File: config.mk
export PLATFORM = sky130hd
export DESIGN_NAME = swc_top
export DESIGN_NICKNAME = d
export VERILOG_FILES = /design/src/hdl/swc_pkg.sv /design/src/hdl/swc_top.sv
export VERILOG_INCLUDE_DIRS = /design/src /design/src/hdl
export SDC_FILE = /design/constraint.sdc
export NUM_CORES = 1
export LEC_CHECK = 0
export ABC_CLOCK_PERIOD_IN_PS = 4830
export BUFFER_PORTS_ARGS = -buffer_cell sky130_fd_sc_hd__buf_4
export CORE_ASPECT_RATIO = 1.75
export CORE_MARGIN = 2
export CORE_UTILIZATION = 60
export DETAILED_ROUTE_END_ITERATION = 10
export MAX_ROUTING_LAYER = met4
export PLACE_DENSITY = 0.79
export SLEW_MARGIN = 20
export SYNTH_ARGS = -nofsm -noshare
export SYNTH_HDL_FRONTEND = slang
export SYNTH_SLANG_ARGS = --single-unit
File: constraint.sdc
create_clock -name sys_clk -period 4.83 [get_ports sys_clk]
set_input_delay 0.483 -clock sys_clk [delete_from_list [all_inputs] [get_ports sys_clk]]
set_output_delay 0.483 -clock sys_clk [all_outputs]
set_load 0.05 [all_outputs]
File: src/hdl/swc_cfg.svh
// constants for the stepping wiper control block
`ifndef SWC_CFG_SVH
`define SWC_CFG_SVH

// register offsets
`define SWC_ADDR_SETTING 8'h00
`define SWC_ADDR_STEP 8'h01
`define SWC_ADDR_MODE 8'h02
`define SWC_ADDR_SOFT_POR 8'hAA

// reset and factory values
`define SWC_RST_SETTING 8'h40
`define SWC_RST_STEP 8'h00
`define SWC_RST_MODE 8'h00
`define SWC_RST_TAP 7'h40

// field positions
`define SWC_MODE_VOLATILE_BIT 7
`define SWC_SOFT_POR_BIT 7

// serial bus device address
`define SWC_SLAVE_ADDR 7'h50

// tap positions and stepping figures
`define SWC_POS_MAX 7'h7F
`define SWC_CENTER_POS 7'h40
`define SWC_INIT_BASE_PULSES 10'h200
`define SWC_PERIOD_BASE 9'h020

// timing
`define SWC_CLK_PERIOD_NS 4
`define SWC_NV_WRITE_TIME_NS 10000000
`define SWC_NV_WRITE_CYCLES (`SWC_NV_WRITE_TIME_NS / `SWC_CLK_PERIOD_NS)

`endif

File: src/hdl/swc_pkg.sv
// types shared by the stepping wiper control block
package swc_pkg;

  typedef struct packed {
    logic reserved;
    logic [1:0] period_sel;
    logic [4:0] span;
  } swc_step_ctrl_type;

  typedef struct packed {
    logic [6:0] wiper;
    logic [6:0] centered;
  } swc_taps_type;

  typedef enum logic [2:0] {
    ST_IDLE = 3'b000,
    ST_RECV = 3'b001,
    ST_ACK = 3'b010,
    ST_SEND = 3'b011,
    ST_RACK = 3'b100
  } swc_bus_state_type;

endpackage

File: src/hdl/swc_top.sv
// stepping wiper control: serial register file, nonvolatile copies and stepping engine
`timescale 1ns/100ps
`include "swc_cfg.svh"
// Notes on behaviour
// - wiper setting is an unsigned tap position 0 to 127
// - stored initial setting leaves reset at 40h
// - power-up copies stored initial setting into the wiper setting
// - write to 00h reaches stored copy only when write mode bit 7 is clear
// - reads of 00h always return the volatile wiper setting
// - write mode is volatile, resets to 00h, changing it touches no setting
// - step span is step control bits 4:0; zero disables stepping
// - step control bits 6:5 select 32, 64, 128 or 256 pulses per step
// - while stepping runs, tap outputs update on the falling edge of the step pulse
// - wiper setting clamped between span and 127 minus span
// - reset or writes to 00h-02h suspend stepping for 512 plus half-period pulses
// - while suspended wiper follows setting, centered sits at 40h, offset cleared
// - stepping resumes with offset zero, direction up
// - each pulse decrements countdown; the pulse that finds it at one moves offset and reloads countdown
// - up direction raises offset, saturating at span
// - down direction lowers offset, saturating at minus span
// - wiper tap is setting plus offset; centered tap is 64 plus offset
// - direction turns at plus span and at minus span
// - span and pulses-per-step are kept nonvolatile and bus writable
// - bit 7 of AAh recalls 00h-02h power-up values, then self-clears
// - a written wiper value applies as soon as its byte is acknowledged
// - nonvolatile write starts at stop; repeated start drops it
// - device address not acknowledged while a nonvolatile write runs
module swc_top #(
  parameter logic [6:0] SLAVE_ADDR = `SWC_SLAVE_ADDR,
  parameter int NV_WRITE_CYCLES = `SWC_NV_WRITE_CYCLES
) (
  // clock and reset
  input wire logic sys_clk,
  input wire logic nrst,
  // serial bus pins
  input wire logic scl_in,
  input wire logic sda_in,
  output logic sda_out,
  output logic sda_oe,
  // step pulse pin
  input wire logic step_pulse_in,
  // tap selection and status
  output swc_pkg::swc_taps_type taps,
  output logic nv_busy
);

  if (NV_WRITE_CYCLES < 1 || NV_WRITE_CYCLES > 16777215) begin : g_bad_cycles
    $error("NV_WRITE_CYCLES must lie between 1 and 2**24-1");
  end

  ////////////////////////////////////////////////////////////////////////////
  // pin synchronisers: bit 0 clock, bit 1 data, bit 2 step pulse

  logic [2:0] pin_raw;
  logic [2:0] meta_q;
  logic [2:0] sync_q;
  logic [2:0] prev_q;
  logic scl_s;
  logic sda_s;
  logic scl_rise;
  logic scl_fall;
  logic start_det;
  logic stop_det;
  logic pulse_fall;

  assign pin_raw = {step_pulse_in, sda_in, scl_in};

  // idle-high pins, so reset to ones to avoid a false edge at release
  always_ff @(posedge sys_clk) begin
    if (!nrst) begin
      meta_q <= 3'h7;
      sync_q <= 3'h7;
      prev_q <= 3'h7;
    end else begin
      meta_q <= pin_raw;
      sync_q <= meta_q;
      prev_q <= sync_q;
    end
  end

  assign scl_s = sync_q[0];
  assign sda_s = sync_q[1];
  assign scl_rise = scl_s & ~prev_q[0];
  assign scl_fall = ~scl_s & prev_q[0];
  assign start_det = scl_s & prev_q[0] & prev_q[1] & ~sda_s;
  assign stop_det = scl_s & prev_q[0] & ~prev_q[1] & sda_s;
  assign pulse_fall = prev_q[2] & ~sync_q[2];

  ////////////////////////////////////////////////////////////////////////////
  // serial bus slave

  swc_pkg::swc_bus_state_type state_q;
  logic [3:0] bit_cnt_q;
  logic [7:0] shift_q;
  logic [1:0] byte_idx_q;
  logic rw_q;
  logic [7:0] ptr_q;
  logic sda_oe_q;
  logic sda_out_q;
  logic wr_stb_q;
  logic [7:0] wr_addr_q;
  logic [7:0] wr_data_q;
  logic [7:0] rd_data;
  logic nv_busy_q;

  logic [7:0] wiper_q;
  logic [7:0] step_q;
  logic [7:0] mode_q;

  always_comb begin
    case (ptr_q)
      `SWC_ADDR_SETTING: rd_data = wiper_q;
      `SWC_ADDR_STEP: rd_data = step_q;
      `SWC_ADDR_MODE: rd_data = mode_q;
      default: rd_data = 8'h00;
    endcase
  end

  always_ff @(posedge sys_clk) begin
    if (!nrst) begin
      state_q <= swc_pkg::ST_IDLE;
      bit_cnt_q <= 4'h0;
      shift_q <= 8'h00;
      byte_idx_q <= 2'h0;
      rw_q <= 1'b0;
      ptr_q <= 8'h00;
      sda_oe_q <= 1'b0;
      wr_stb_q <= 1'b0;
      wr_addr_q <= 8'h00;
      wr_data_q <= 8'h00;
    end else begin
      wr_stb_q <= 1'b0;
      if (start_det) begin
        state_q <= swc_pkg::ST_RECV;
        bit_cnt_q <= 4'h0;
        byte_idx_q <= 2'h0;
        sda_oe_q <= 1'b0;
      end else if (stop_det) begin
        state_q <= swc_pkg::ST_IDLE;
        sda_oe_q <= 1'b0;
      end else begin
        case (state_q)
          swc_pkg::ST_RECV: begin
            if (scl_rise) begin
              shift_q <= {shift_q[6:0], sda_s};
              bit_cnt_q <= bit_cnt_q + 4'h1;
            end else if (scl_fall && bit_cnt_q == 4'h8) begin
              bit_cnt_q <= 4'h0;
              if (byte_idx_q == 2'h0) begin
                if (shift_q[7:1] == SLAVE_ADDR && !nv_busy_q) begin
                  rw_q <= shift_q[0];
                  sda_oe_q <= 1'b1;
                  state_q <= swc_pkg::ST_ACK;
                end else begin
                  // not for us: stay deaf until the next start
                  state_q <= swc_pkg::ST_IDLE;
                end
              end else begin
                sda_oe_q <= 1'b1;
                state_q <= swc_pkg::ST_ACK;
                if (byte_idx_q == 2'h1) begin
                  ptr_q <= shift_q;
                end else begin
                  // strobe at the acknowledge, well before the stop
                  wr_stb_q <= 1'b1;
                  wr_addr_q <= ptr_q;
                  wr_data_q <= shift_q;
                  ptr_q <= ptr_q + 8'h01;
                end
              end
            end
          end
          swc_pkg::ST_ACK: begin
            if (scl_fall) begin
              byte_idx_q <= (byte_idx_q == 2'h2) ? 2'h2 : byte_idx_q + 2'h1;
              if (rw_q) begin
                state_q <= swc_pkg::ST_SEND;
                shift_q <= rd_data;
                sda_oe_q <= ~rd_data[7];
                ptr_q <= ptr_q + 8'h01;
              end else begin
                state_q <= swc_pkg::ST_RECV;
                sda_oe_q <= 1'b0;
              end
            end
          end
          swc_pkg::ST_SEND: begin
            if (scl_fall) begin
              if (bit_cnt_q == 4'h7) begin
                bit_cnt_q <= 4'h0;
                sda_oe_q <= 1'b0;
                state_q <= swc_pkg::ST_RACK;
              end else begin
                bit_cnt_q <= bit_cnt_q + 4'h1;
                shift_q <= {shift_q[6:0], 1'b0};
                sda_oe_q <= ~shift_q[6];
              end
            end
          end
          swc_pkg::ST_RACK: begin
            if (scl_rise && sda_s) begin
              state_q <= swc_pkg::ST_IDLE;
            end else if (scl_fall) begin
              state_q <= swc_pkg::ST_SEND;
              shift_q <= rd_data;
              sda_oe_q <= ~rd_data[7];
              ptr_q <= ptr_q + 8'h01;
            end
          end
          default: begin
            state_q <= swc_pkg::ST_IDLE;
          end
        endcase
      end
    end
  end

  // open drain: the data line is only ever pulled low
  always_ff @(posedge sys_clk) begin
    sda_out_q <= 1'b0;
  end

  ////////////////////////////////////////////////////////////////////////////
  // volatile registers

  logic power_up_q;
  logic recall;
  logic [7:0] nv_setting_q;
  logic [7:0] nv_step_q;

  assign recall = power_up_q | (wr_stb_q && wr_addr_q == `SWC_ADDR_SOFT_POR
                  && wr_data_q[`SWC_SOFT_POR_BIT]);

  always_ff @(posedge sys_clk) begin
    if (!nrst) begin
      power_up_q <= 1'b1;
      wiper_q <= `SWC_RST_SETTING;
      step_q <= `SWC_RST_STEP;
      mode_q <= `SWC_RST_MODE;
    end else begin
      power_up_q <= 1'b0;
      if (recall) begin
        wiper_q <= nv_setting_q;
        step_q <= nv_step_q;
        mode_q <= `SWC_RST_MODE;
      end else if (wr_stb_q) begin
        case (wr_addr_q)
          `SWC_ADDR_SETTING: wiper_q <= wr_data_q;
          `SWC_ADDR_STEP: step_q <= wr_data_q;
          `SWC_ADDR_MODE: mode_q <= wr_data_q;
          default: begin
          end
        endcase
      end
    end
  end

  ////////////////////////////////////////////////////////////////////////////
  // nonvolatile copies and write timing

  logic pend_setting_q;
  logic pend_step_q;
  logic [7:0] shadow_setting_q;
  logic [7:0] shadow_step_q;
  logic [23:0] busy_cnt_q;

  always_ff @(posedge sys_clk) begin
    if (!nrst) begin
      nv_setting_q <= `SWC_RST_SETTING;
      nv_step_q <= `SWC_RST_STEP;
      pend_setting_q <= 1'b0;
      pend_step_q <= 1'b0;
      shadow_setting_q <= 8'h00;
      shadow_step_q <= 8'h00;
      busy_cnt_q <= 24'h000000;
      nv_busy_q <= 1'b0;
    end else begin
      if (nv_busy_q) begin
        busy_cnt_q <= busy_cnt_q - 24'h000001;
        if (busy_cnt_q == 24'h000001) begin
          nv_busy_q <= 1'b0;
        end
      end
      if (stop_det && (pend_setting_q || pend_step_q)) begin
        if (pend_setting_q) begin
          nv_setting_q <= shadow_setting_q;
        end
        if (pend_step_q) begin
          nv_step_q <= shadow_step_q;
        end
        pend_setting_q <= 1'b0;
        pend_step_q <= 1'b0;
        busy_cnt_q <= 24'(NV_WRITE_CYCLES);
        nv_busy_q <= 1'b1;
      end else if (start_det) begin
        // repeated start: keep the volatile change, skip the slow write
        pend_setting_q <= 1'b0;
        pend_step_q <= 1'b0;
      end else if (wr_stb_q) begin
        if (wr_addr_q == `SWC_ADDR_SETTING && !mode_q[`SWC_MODE_VOLATILE_BIT]) begin
          pend_setting_q <= 1'b1;
          shadow_setting_q <= wr_data_q;
        end
        if (wr_addr_q == `SWC_ADDR_STEP) begin
          pend_step_q <= 1'b1;
          shadow_step_q <= wr_data_q;
        end
      end
    end
  end

  ////////////////////////////////////////////////////////////////////////////
  // stepping engine

  swc_pkg::swc_step_ctrl_type sc;
  logic restart;
  logic [8:0] period;
  logic [9:0] init_target;
  logic [6:0] lo;
  logic [6:0] hi;
  logic [6:0] wr_c;
  logic signed [6:0] span_ext;
  logic signed [6:0] off_ext;
  logic signed [6:0] off_up;
  logic signed [6:0] off_dn;
  logic signed [6:0] off_new;
  logic run_q;
  logic dir_up_q;
  logic [9:0] init_cnt_q;
  logic [8:0] countdown_q;
  logic signed [5:0] off_q;
  swc_pkg::swc_taps_type taps_q;

  assign sc = swc_pkg::swc_step_ctrl_type'(step_q);
  assign restart = recall || (wr_stb_q && (wr_addr_q == `SWC_ADDR_SETTING
                   || wr_addr_q == `SWC_ADDR_STEP || wr_addr_q == `SWC_ADDR_MODE));
  assign period = `SWC_PERIOD_BASE << sc.period_sel;
  assign init_target = `SWC_INIT_BASE_PULSES + {2'b00, period[8:1]};

  // a span of one is left to the controller to avoid; nothing guards it
  assign lo = {2'b00, sc.span};
  assign hi = `SWC_POS_MAX - lo;
  assign wr_c = (wiper_q[6:0] < lo) ? lo : ((wiper_q[6:0] > hi) ? hi : wiper_q[6:0]);

  assign span_ext = {2'b00, sc.span};
  assign off_ext = {off_q[5], off_q};
  assign off_up = (off_ext + 7'sh01 > span_ext) ? span_ext : off_ext + 7'sh01;
  assign off_dn = (off_ext - 7'sh01 < -span_ext) ? -span_ext : off_ext - 7'sh01;
  assign off_new = dir_up_q ? off_up : off_dn;

  function automatic swc_pkg::swc_taps_type taps_at(input logic [6:0] base, input logic signed [5:0] off);
    swc_pkg::swc_taps_type t;
    logic [7:0] offx;
    offx = {{2{off[5]}}, off};
    t.wiper = 7'({1'b0, base} + offx);
    t.centered = 7'({1'b0, `SWC_CENTER_POS} + offx);
    return t;
  endfunction

  always_ff @(posedge sys_clk) begin
    if (!nrst) begin
      run_q <= 1'b0;
      init_cnt_q <= 10'h000;
      off_q <= 6'sh00;
      dir_up_q <= 1'b1;
      countdown_q <= `SWC_PERIOD_BASE;
    end else if (restart) begin
      run_q <= 1'b0;
      init_cnt_q <= 10'h000;
      off_q <= 6'sh00;
      dir_up_q <= 1'b1;
      countdown_q <= period;
    end else if (pulse_fall) begin
      if (!run_q) begin
        if (init_cnt_q + 10'h001 == init_target) begin
          run_q <= 1'b1;
          countdown_q <= period;
        end else begin
          init_cnt_q <= init_cnt_q + 10'h001;
        end
        off_q <= 6'sh00;
        dir_up_q <= 1'b1;
      end else if (sc.span != 5'h00) begin
        if (countdown_q == 9'h001) begin
          countdown_q <= period;
          off_q <= off_new[5:0];
          if (off_new == span_ext) begin
            dir_up_q <= 1'b0;
          end else if (off_new == -span_ext) begin
            dir_up_q <= 1'b1;
          end
        end else begin
          countdown_q <= countdown_q - 9'h001;
        end
      end
    end
  end

  // suspended or disabled: follow the setting every cycle, so a write shows at once
  always_ff @(posedge sys_clk) begin
    if (!nrst) begin
      taps_q <= '{wiper: `SWC_RST_TAP, centered: `SWC_CENTER_POS};
    end else if (!run_q || sc.span == 5'h00) begin
      taps_q <= taps_at(wr_c, 6'sh00);
    end else if (pulse_fall) begin
      if (countdown_q == 9'h001) begin
        taps_q <= taps_at(wr_c, off_new[5:0]);
      end else begin
        taps_q <= taps_at(wr_c, off_q);
      end
    end
  end

  assign taps = taps_q;
  assign sda_oe = sda_oe_q;
  assign sda_out = sda_out_q;
  assign nv_busy = nv_busy_q;

endmodule // swc_top

# --- After elaboration in Yosys (flattened, before gate mapping) ---
# Cells that the tools add are included.
word_totals:
  register_bits: 178
  inputBits: 5
  out_inout_bits: 17
  word_cells: 270
classes:
  n_bitwise: 27
  n_reduce_logical: 61
  add_sub_neg: 15
  n_eq_ne: 43
  mux: 85
  shifts: 1
  n_lt_le_gt_ge: 4
ops:
  columns: ["operator", "count"]
  rows:
  - ["$mux 8", 21]
  - ["$mux 9", 6]
  - ["$pmux 8 s3", 2]
  - ["$mux 22", 2]
  - ["$mux 14", 3]
  - ["$mux 7", 5]
  - ["$pmux 8 s4", 1]
  - ["$eq 24x1->1 const B", 1]
  - ["$mux 1", 24]
  - ["$mux 3", 8]
  - ["$sub 24x1->24 const B", 1]
  - ["$ne 2x2->1 const B", 11]
  - ["$ne 4x4->1 const B", 5]
  - ["$reduce_and 10->1", 2]
  - ["$mux 6", 3]
  - ["$not 1->1", 18]
  - ["$eq 8x1->1 const B", 2]
  - ["$eq 8x2->1 const B", 2]
  - ["$logic_not 8->1", 2]
  - ["$mux 4", 4]
  - ["$reduce_and 4->1", 4]
  - ["$add 7x7->7", 2]
  - ["$add 7x7->7 const A", 2]
  - ["$reduce_and 2->1", 7]
  - ["other kinds (55)", 98]

# --- Logic depth before layout (Yosys ltp) ---
logic_depth:
  word_depth: 10
  depth_mapped: 26
  ltp_nobuf: 25

# --- Worst setup path after synthesis ---
# Ideal clock, no wire load.
synth_path:
  path_type: "reg-to-reg"
  start: "register step_q[1] (netlist: sc[1])"
  end: "register taps_q, in the netlist taps[12]"
  setup_ns: 0.091
  slack_ns: 0.410
  path_buffers: 2
  period_less_slack_ns: 4.420
  t_required_ns: 4.739
  t_arrival_ns: 4.329
  stages_incl_launch_ff: 25
  cell_sequence: "dfxtp_1 -> buf_2 -> inv_1 -> ha_1 -> inv_2 -> nor3_1 -> ha_1 -> inv_1 -> ha_1 -> a21oi_1 -> o32ai_2 -> or2_2 -> buf_2 -> o21ai_0 -> mux2i_1 -> mux2i_1 -> inv_1 -> ha_1 -> a21o_1 -> a21o_1 -> a21o_1 -> a21oi_1 -> xnor2_1 -> nand2_1 -> a311oi_1"
synth_via:
  elab_chain_cells: 8
  elab_cells_between_ends: 19
  cone_classes: "add/sub (4); order compare (4); mux (8); reduce/logical (3)"
synth_rtl:
  columns: ["item", "line_no", "rtl"]
  rows:
  - ["start, declared", "swc_top.sv:107", "logic [7:0] step_q;"]
  - ["start signal, assigned", "swc_top.sv:238", "step_q <= `SWC_RST_STEP;"]
  - ["start signal, assigned", "swc_top.sv:244", "step_q <= nv_step_q;"]
  - ["start signal, assigned", "swc_top.sv:249", "`SWC_ADDR_STEP: step_q <= wr_data_q;"]
  - ["$sub 1x6->7 (no line) or $neg 5->7 (tied branches)", null, null]
  - ["$gt 7x7->1 or $lt 7x7->1 (tied branches)", "swc_top.sv:343, swc_top.sv:348", null]
  - ["$mux 7 (on tied branches)", "swc_top.sv:343, swc_top.sv:348", null]
  - ["$mux 7 (on tied branches)", "swc_top.sv:343, swc_top.sv:349", null]
  - ["$add 7x7->7", "swc_top.sv:355", "t.wiper = 7'({1'b0, base} + offx);"]
  - ["$mux 14", "swc_top.sv:406", "if (countdown_q == 9'h001) begin"]
  - ["$mux 14", "swc_top.sv:405", "end else if (pulse_fall) begin"]
  - ["$mux 14", "swc_top.sv:403", "end else if (!run_q || sc.span == 5'h00) begin"]
  - ["end signal, assigned", "swc_top.sv:402", "taps_q <= '{wiper: `SWC_RST_TAP, centered: `SWC_CENTER_POS};"]
  - ["end signal, assigned", "swc_top.sv:404", "taps_q <= taps_at(wr_c, 6'sh00);"]
  - ["end signal, assigned", "swc_top.sv:407", "taps_q <= taps_at(wr_c, off_new[5:0]);"]
  - ["end, declared", "swc_top.sv:332", "swc_pkg::swc_taps_type taps_q;"]
# Parallel ways exist; a longest one is shown, timed or not. The select of a mux whose other input is x is not followed.
# A chain may end at the register's enable or synchronous reset.

# --- Final worst setup path ---
layout_path:
  start: "register off_q[1]"
  end: "register taps_q, in the netlist taps[13]"
layout_via:
  elab_chain_cells: 8
  elab_cells_between_ends: 12
  cone_classes: "add/sub (4); order compare (2); mux (6)"
layout_rtl:
  columns: ["item", "line_no", "rtl"]
  rows:
  - ["start, declared", "swc_top.sv:331", "logic signed [5:0] off_q;"]
  - ["start signal, assigned", "swc_top.sv:386", "off_q <= off_new[5:0];"]
  - ["$sub 6x2->7 or $add 6x2->7 (tied branches)", "swc_top.sv:348, swc_top.sv:347", null]
  - ["$lt 7x7->1 or $gt 7x6->1 (tied branches)", "swc_top.sv:348, swc_top.sv:347", null]
  - ["$mux 7 (on tied branches)", "swc_top.sv:348, swc_top.sv:347", null]
  - ["$mux 7", "swc_top.sv:349", "assign off_new = dir_up_q ? off_up : off_dn;"]
  - ["$add 7x7->7", "swc_top.sv:355", null]
  - ["$mux 14 (*)", "swc_top.sv:406", null]
  - ["$mux 14 (*)", "swc_top.sv:405", null]
  - ["$mux 14 (*)", "swc_top.sv:403", null]
# Every way passes the cells marked *; elsewhere a longest branch is shown, timed or not. The select of a mux whose other input is x is not followed.

==> out/results.tsv <==
stage	metric	value	unit
detailed_routing	drt_iter0_drc	511	
sta	rsz0062_at_grt	no	
global_routing	grt_pass1_wl	43000	µm
placement	io_buffers	20	
power_and_ir_drop	leakage	4.18	nW
sta	max_freq	223	MHz
detailed_routing	wirelength	26500	µm
die	rows	62	
critical_path	cp-start-kind	flip-flop	
finish	final_cell_area	10900	µm²
placement	place.gp.congestion	0.956	
sta	setup_viol	0	
critical_path	required	5130	ps
detailed_routing	viasPerCell	6.25	
die	dieArea	17600	µm²
clock_tree	clock_sinks	178	
sta	fin_skew	13.1	ps
detailed_routing	final_antenna_net_count	0	
clock_tree	cts.htree.levels	4	
synth	ys_seq_elements	178	
synth	synth.top_cell.area_share	35.9	%
synth	async_flop_share	0	%
synth	synth-edff-count	0	
clock_tree	cts_buffer_depth	2	
synth	ys_top_cells_by_area	dfxtp_1 36%, mux2i_1 5.9%, nor2_1 5.7%	
synth	syn-cell-area	9930	µm²
sta	relSlewSlack	46.6	%
synth	synth_cell_types	86	
sta	hold_violations	0	
power_and_ir_drop	p_sw	804	µW
placement	hpwl	19300	µm
synth	syn_area_per_cell	8.06	µm²
finish	drive_above_1_share	8.70	%
die	start_util	61.0	%
global_routing	grt_max_degree	56	
clock_tree	cts_made_buffers	17	
critical_path	crit_start	off_q[1]$_SDFFE_PP0P_	
status	status	completed	
critical_path	crit_fanout	8	
finish	syn_to_final_growth	9.89	%
power_and_ir_drop	internal_power	2.44	mW
global_routing	grt_pass1_vias	8769	
die	fp.dieH	174	µm
power_and_ir_drop	power	3.25	mW
sta	setup_ws	337	ps
power_and_ir_drop	pwr-share-seq	46.3	%
power_and_ir_drop	powerDensity	297	nW/µm²
job	max-cap-violations	0	
finish	nets	1280	
synth	yosys_most_used_dff	dfxtp_1	
clock_tree	path_clk_slew	70	ps
clock_tree	clockRootBuffer	clkbuf_16	
critical_path	r2r_start	off_q[1]$_SDFFE_PP0P_	
detailed_routing	vias	8964	
clock_tree	cts_tree	done	
critical_path	end_kind	flip-flop	
synth	synth_nets	1282	
sta	maxSlewViolCount	0	
sta	finalCriticalPeriod	4490	ps
power_and_ir_drop	comb_power_share	8.7	%
detailed_routing	first_pass_iters	7	
die	ios	22	
min_path	hold_start	step_pulse_in	
min_path	min_path_type	in2reg	
placement	dp_slack	239	ps
placement	dpl-instance-area	10300	µm²
detailed_routing	wire_per_inst	18.5	µm
finish	diodes	0	
die	die_x	101	µm
sta	period_share	93.0	%
synth	netlist_instances	1232	
global_routing	track_usage	31.7	%
global_routing	antenna_found_initial	0	
finish	instances_no_fill	1434	
power_and_ir_drop	power_frac_clock	45.0	%
global_routing	overflow	0	
placement	placed_cells_incl_taps	1402	
synth	synth-seq-area-share	35.9	%
clock_tree	clk_latency	430	ps
power_and_ir_drop	switching_share	24.8	%
clock_tree	cts-hold-fix-buffers	0	
critical_path	path_class	reg2reg	
die	design.core.area	16300	µm²
finish	n_fill_cell	1421	
synth	yosysWarningCount	0	
sta	tns	0	ps
critical_path	arrival	4800	ps
detailed_routing	drc	0	
power_and_ir_drop	max-vdd-ir-drop	0.261	mV
sta	worstMarginPinSlew	791	ps
synth	synth_top_area_cell	dfxtp_1	
[per-stage QoR]
step | utilization, % | hold WS [ps]
after floorplan | - | 386
after global placement | 62.9 | 395
after detailed placement | 62.9 | 404
after CTS | 66.8 | 228
after global routing | 67.0 | 234
final | 67.0 | 236
[synthesized netlist by cell type (28+ instances only)]
| library cell | count |
|---|---|
| dfxtp_1 | 178 |
| nand2_1 | 119 |
| xnor2_1 | 40 |
| inv_1 | 48 |
| nand3_1 | 51 |
| a21oi_1 | 111 |
| a211oi_1 | 28 |
| mux2i_1 | 59 |
| nor2_1 | 152 |
| clkbuf_1 | 54 |
| o21ai_0 | 37 |
| ha_1 | 44 |
| nor3_1 | 38 |
[final timing paths]
path	to	cells past startpoint	slack (ps)
setup / recovery	taps[13]$_SDFFE_PN1P_	21	340
hold / removal	meta_q[2]$_SDFF_PN1_	2	240
setup reg to reg	taps[13]$_SDFFE_PN1P_	21	340
hold reg to reg	sync_q[1]$_SDFF_PN1_	1	410
[layer usage]
layer  share of wire, %  up-vias  GRT usage [%]
li1                   -     4378              -
met1                 35     4209           30.7
met2                 54      256           55.8
met3                3.9      121           4.95
met4                7.2        0           22.1
met5                  0        -              -
[sequential cells by signal, indices dropped and copies added (netlist names), 2 cells and up]
signal            count
state_q               3
wr_data_q             8
shadow_setting_q      8
bit_cnt_q             4
shift_q               8
off_q                 6
init_cnt_q           10
mode_q                8
nv_setting_q          8
ptr_q                 8
wiper_q               8
prev_q                3
taps                 14
wr_addr_q             8
meta_q                3
byte_idx_q            2
nv_step_q             8
sync_q                3
shadow_step_q         8
sc                    8
countdown_q           9
busy_cnt_q           24
[power groups by stage]
stage / combinational, mW / clock [mW] / sequential (mW)
3_3_place_gp: 0.271 / 0 / 1.53
2_1_floorplan: 0.192 / 0 / 1.53
6_report: 0.283 / 1.46 / 1.50
4_1_cts: 0.274 / 1.48 / 1.50
3_5_place_dp: 0.272 / 0 / 1.53
5_1_grt: 0.309 / 1.53 / 1.50
[repair_timing]
| action | CTS | global route |
|---|---|---|
| endpoints found under the setup margin | 0 | 2 |
| setup buffers | 0 | 1 |
| gates resized for setup | 0 | 5 |
[final cells by class]
type                    count  area, µm²  area share, %
flip-flops and latches    178       3560           32.7
clock inverters            11        165           1.51
clock buffers              20        457           4.18
multi-input cells         931       5920           54.2
well taps                 192        240           2.20
repair buffers             50        375           3.44
inverters                  52        195           1.79
[critical path, cell delays in order, from the launching register on]
cell,delay [ps]
dfxtp_1,490
ha_1,300
nand3_1,120
xnor2_1,320
ha_1,310
and3_1,210
a32oi_1,390
o21ai_2,160
o21a_1,240
mux2i_1,120
o21ai_0,120
ha_1,220
inv_1,60
fa_1,390
nor2b_1,140
o21ai_0,90
nand2b_1,120
a21o_1,120
a21oi_1,70
xnor2_1,170
xnor2_1,130
o21ai_0,80
[cells by family (layout without fill, tap and decap cells)]
| logic type | after synthesis | count (layout) | synth area share (%) |
|---|---|---|---|
| AND/OR/NAND/NOR | 493 | 493 | 24.3 |
| AO/OA/AOI/OAI | 274 | 274 | 17.9 |
| flip-flops | 178 | 178 | 35.9 |
| buffers and inverters | 123 | 133 | 4.91 |
| multiplexers | 61 | 61 | 6.17 |
| XOR/XNOR | 57 | 57 | 5.03 |
| adder cells (fa/ha/maj) | 45 | 45 | 5.75 |
| other | 1 | 1 | 0.0378 |
[layout by cell type (no fill, tap or decap), types with 4 or more instances in the layout]
master and n:
a21o_1 6, nand4b_1 5, nor2b_1 12, xnor2_1 40, clkbuf_16 17, nand2_1 119, and2_1 13, a222oi_1 8
nor3b_1 4, a311oi_1 5, nand4_1 12, inv_1 48, or4_1 8, nand3b_1 4, mux2i_1 59, o31ai_1 4
a211oi_1 28, a21oi_1 110, buf_4 50, or3_1 9, nor2_1 152, dfxtp_1 177, and3_1 11, o21a_1 4
o22ai_1 7, nand2b_1 17, xor2_1 17, ha_1 44, inv_6 4, o211ai_1 8, nor3_1 38, o21ai_0 37
nand3_1 51, a31oi_1 8, a22oi_1 6, nor4_1 13
No activity file was read; power rests on OpenSTA's default activity.
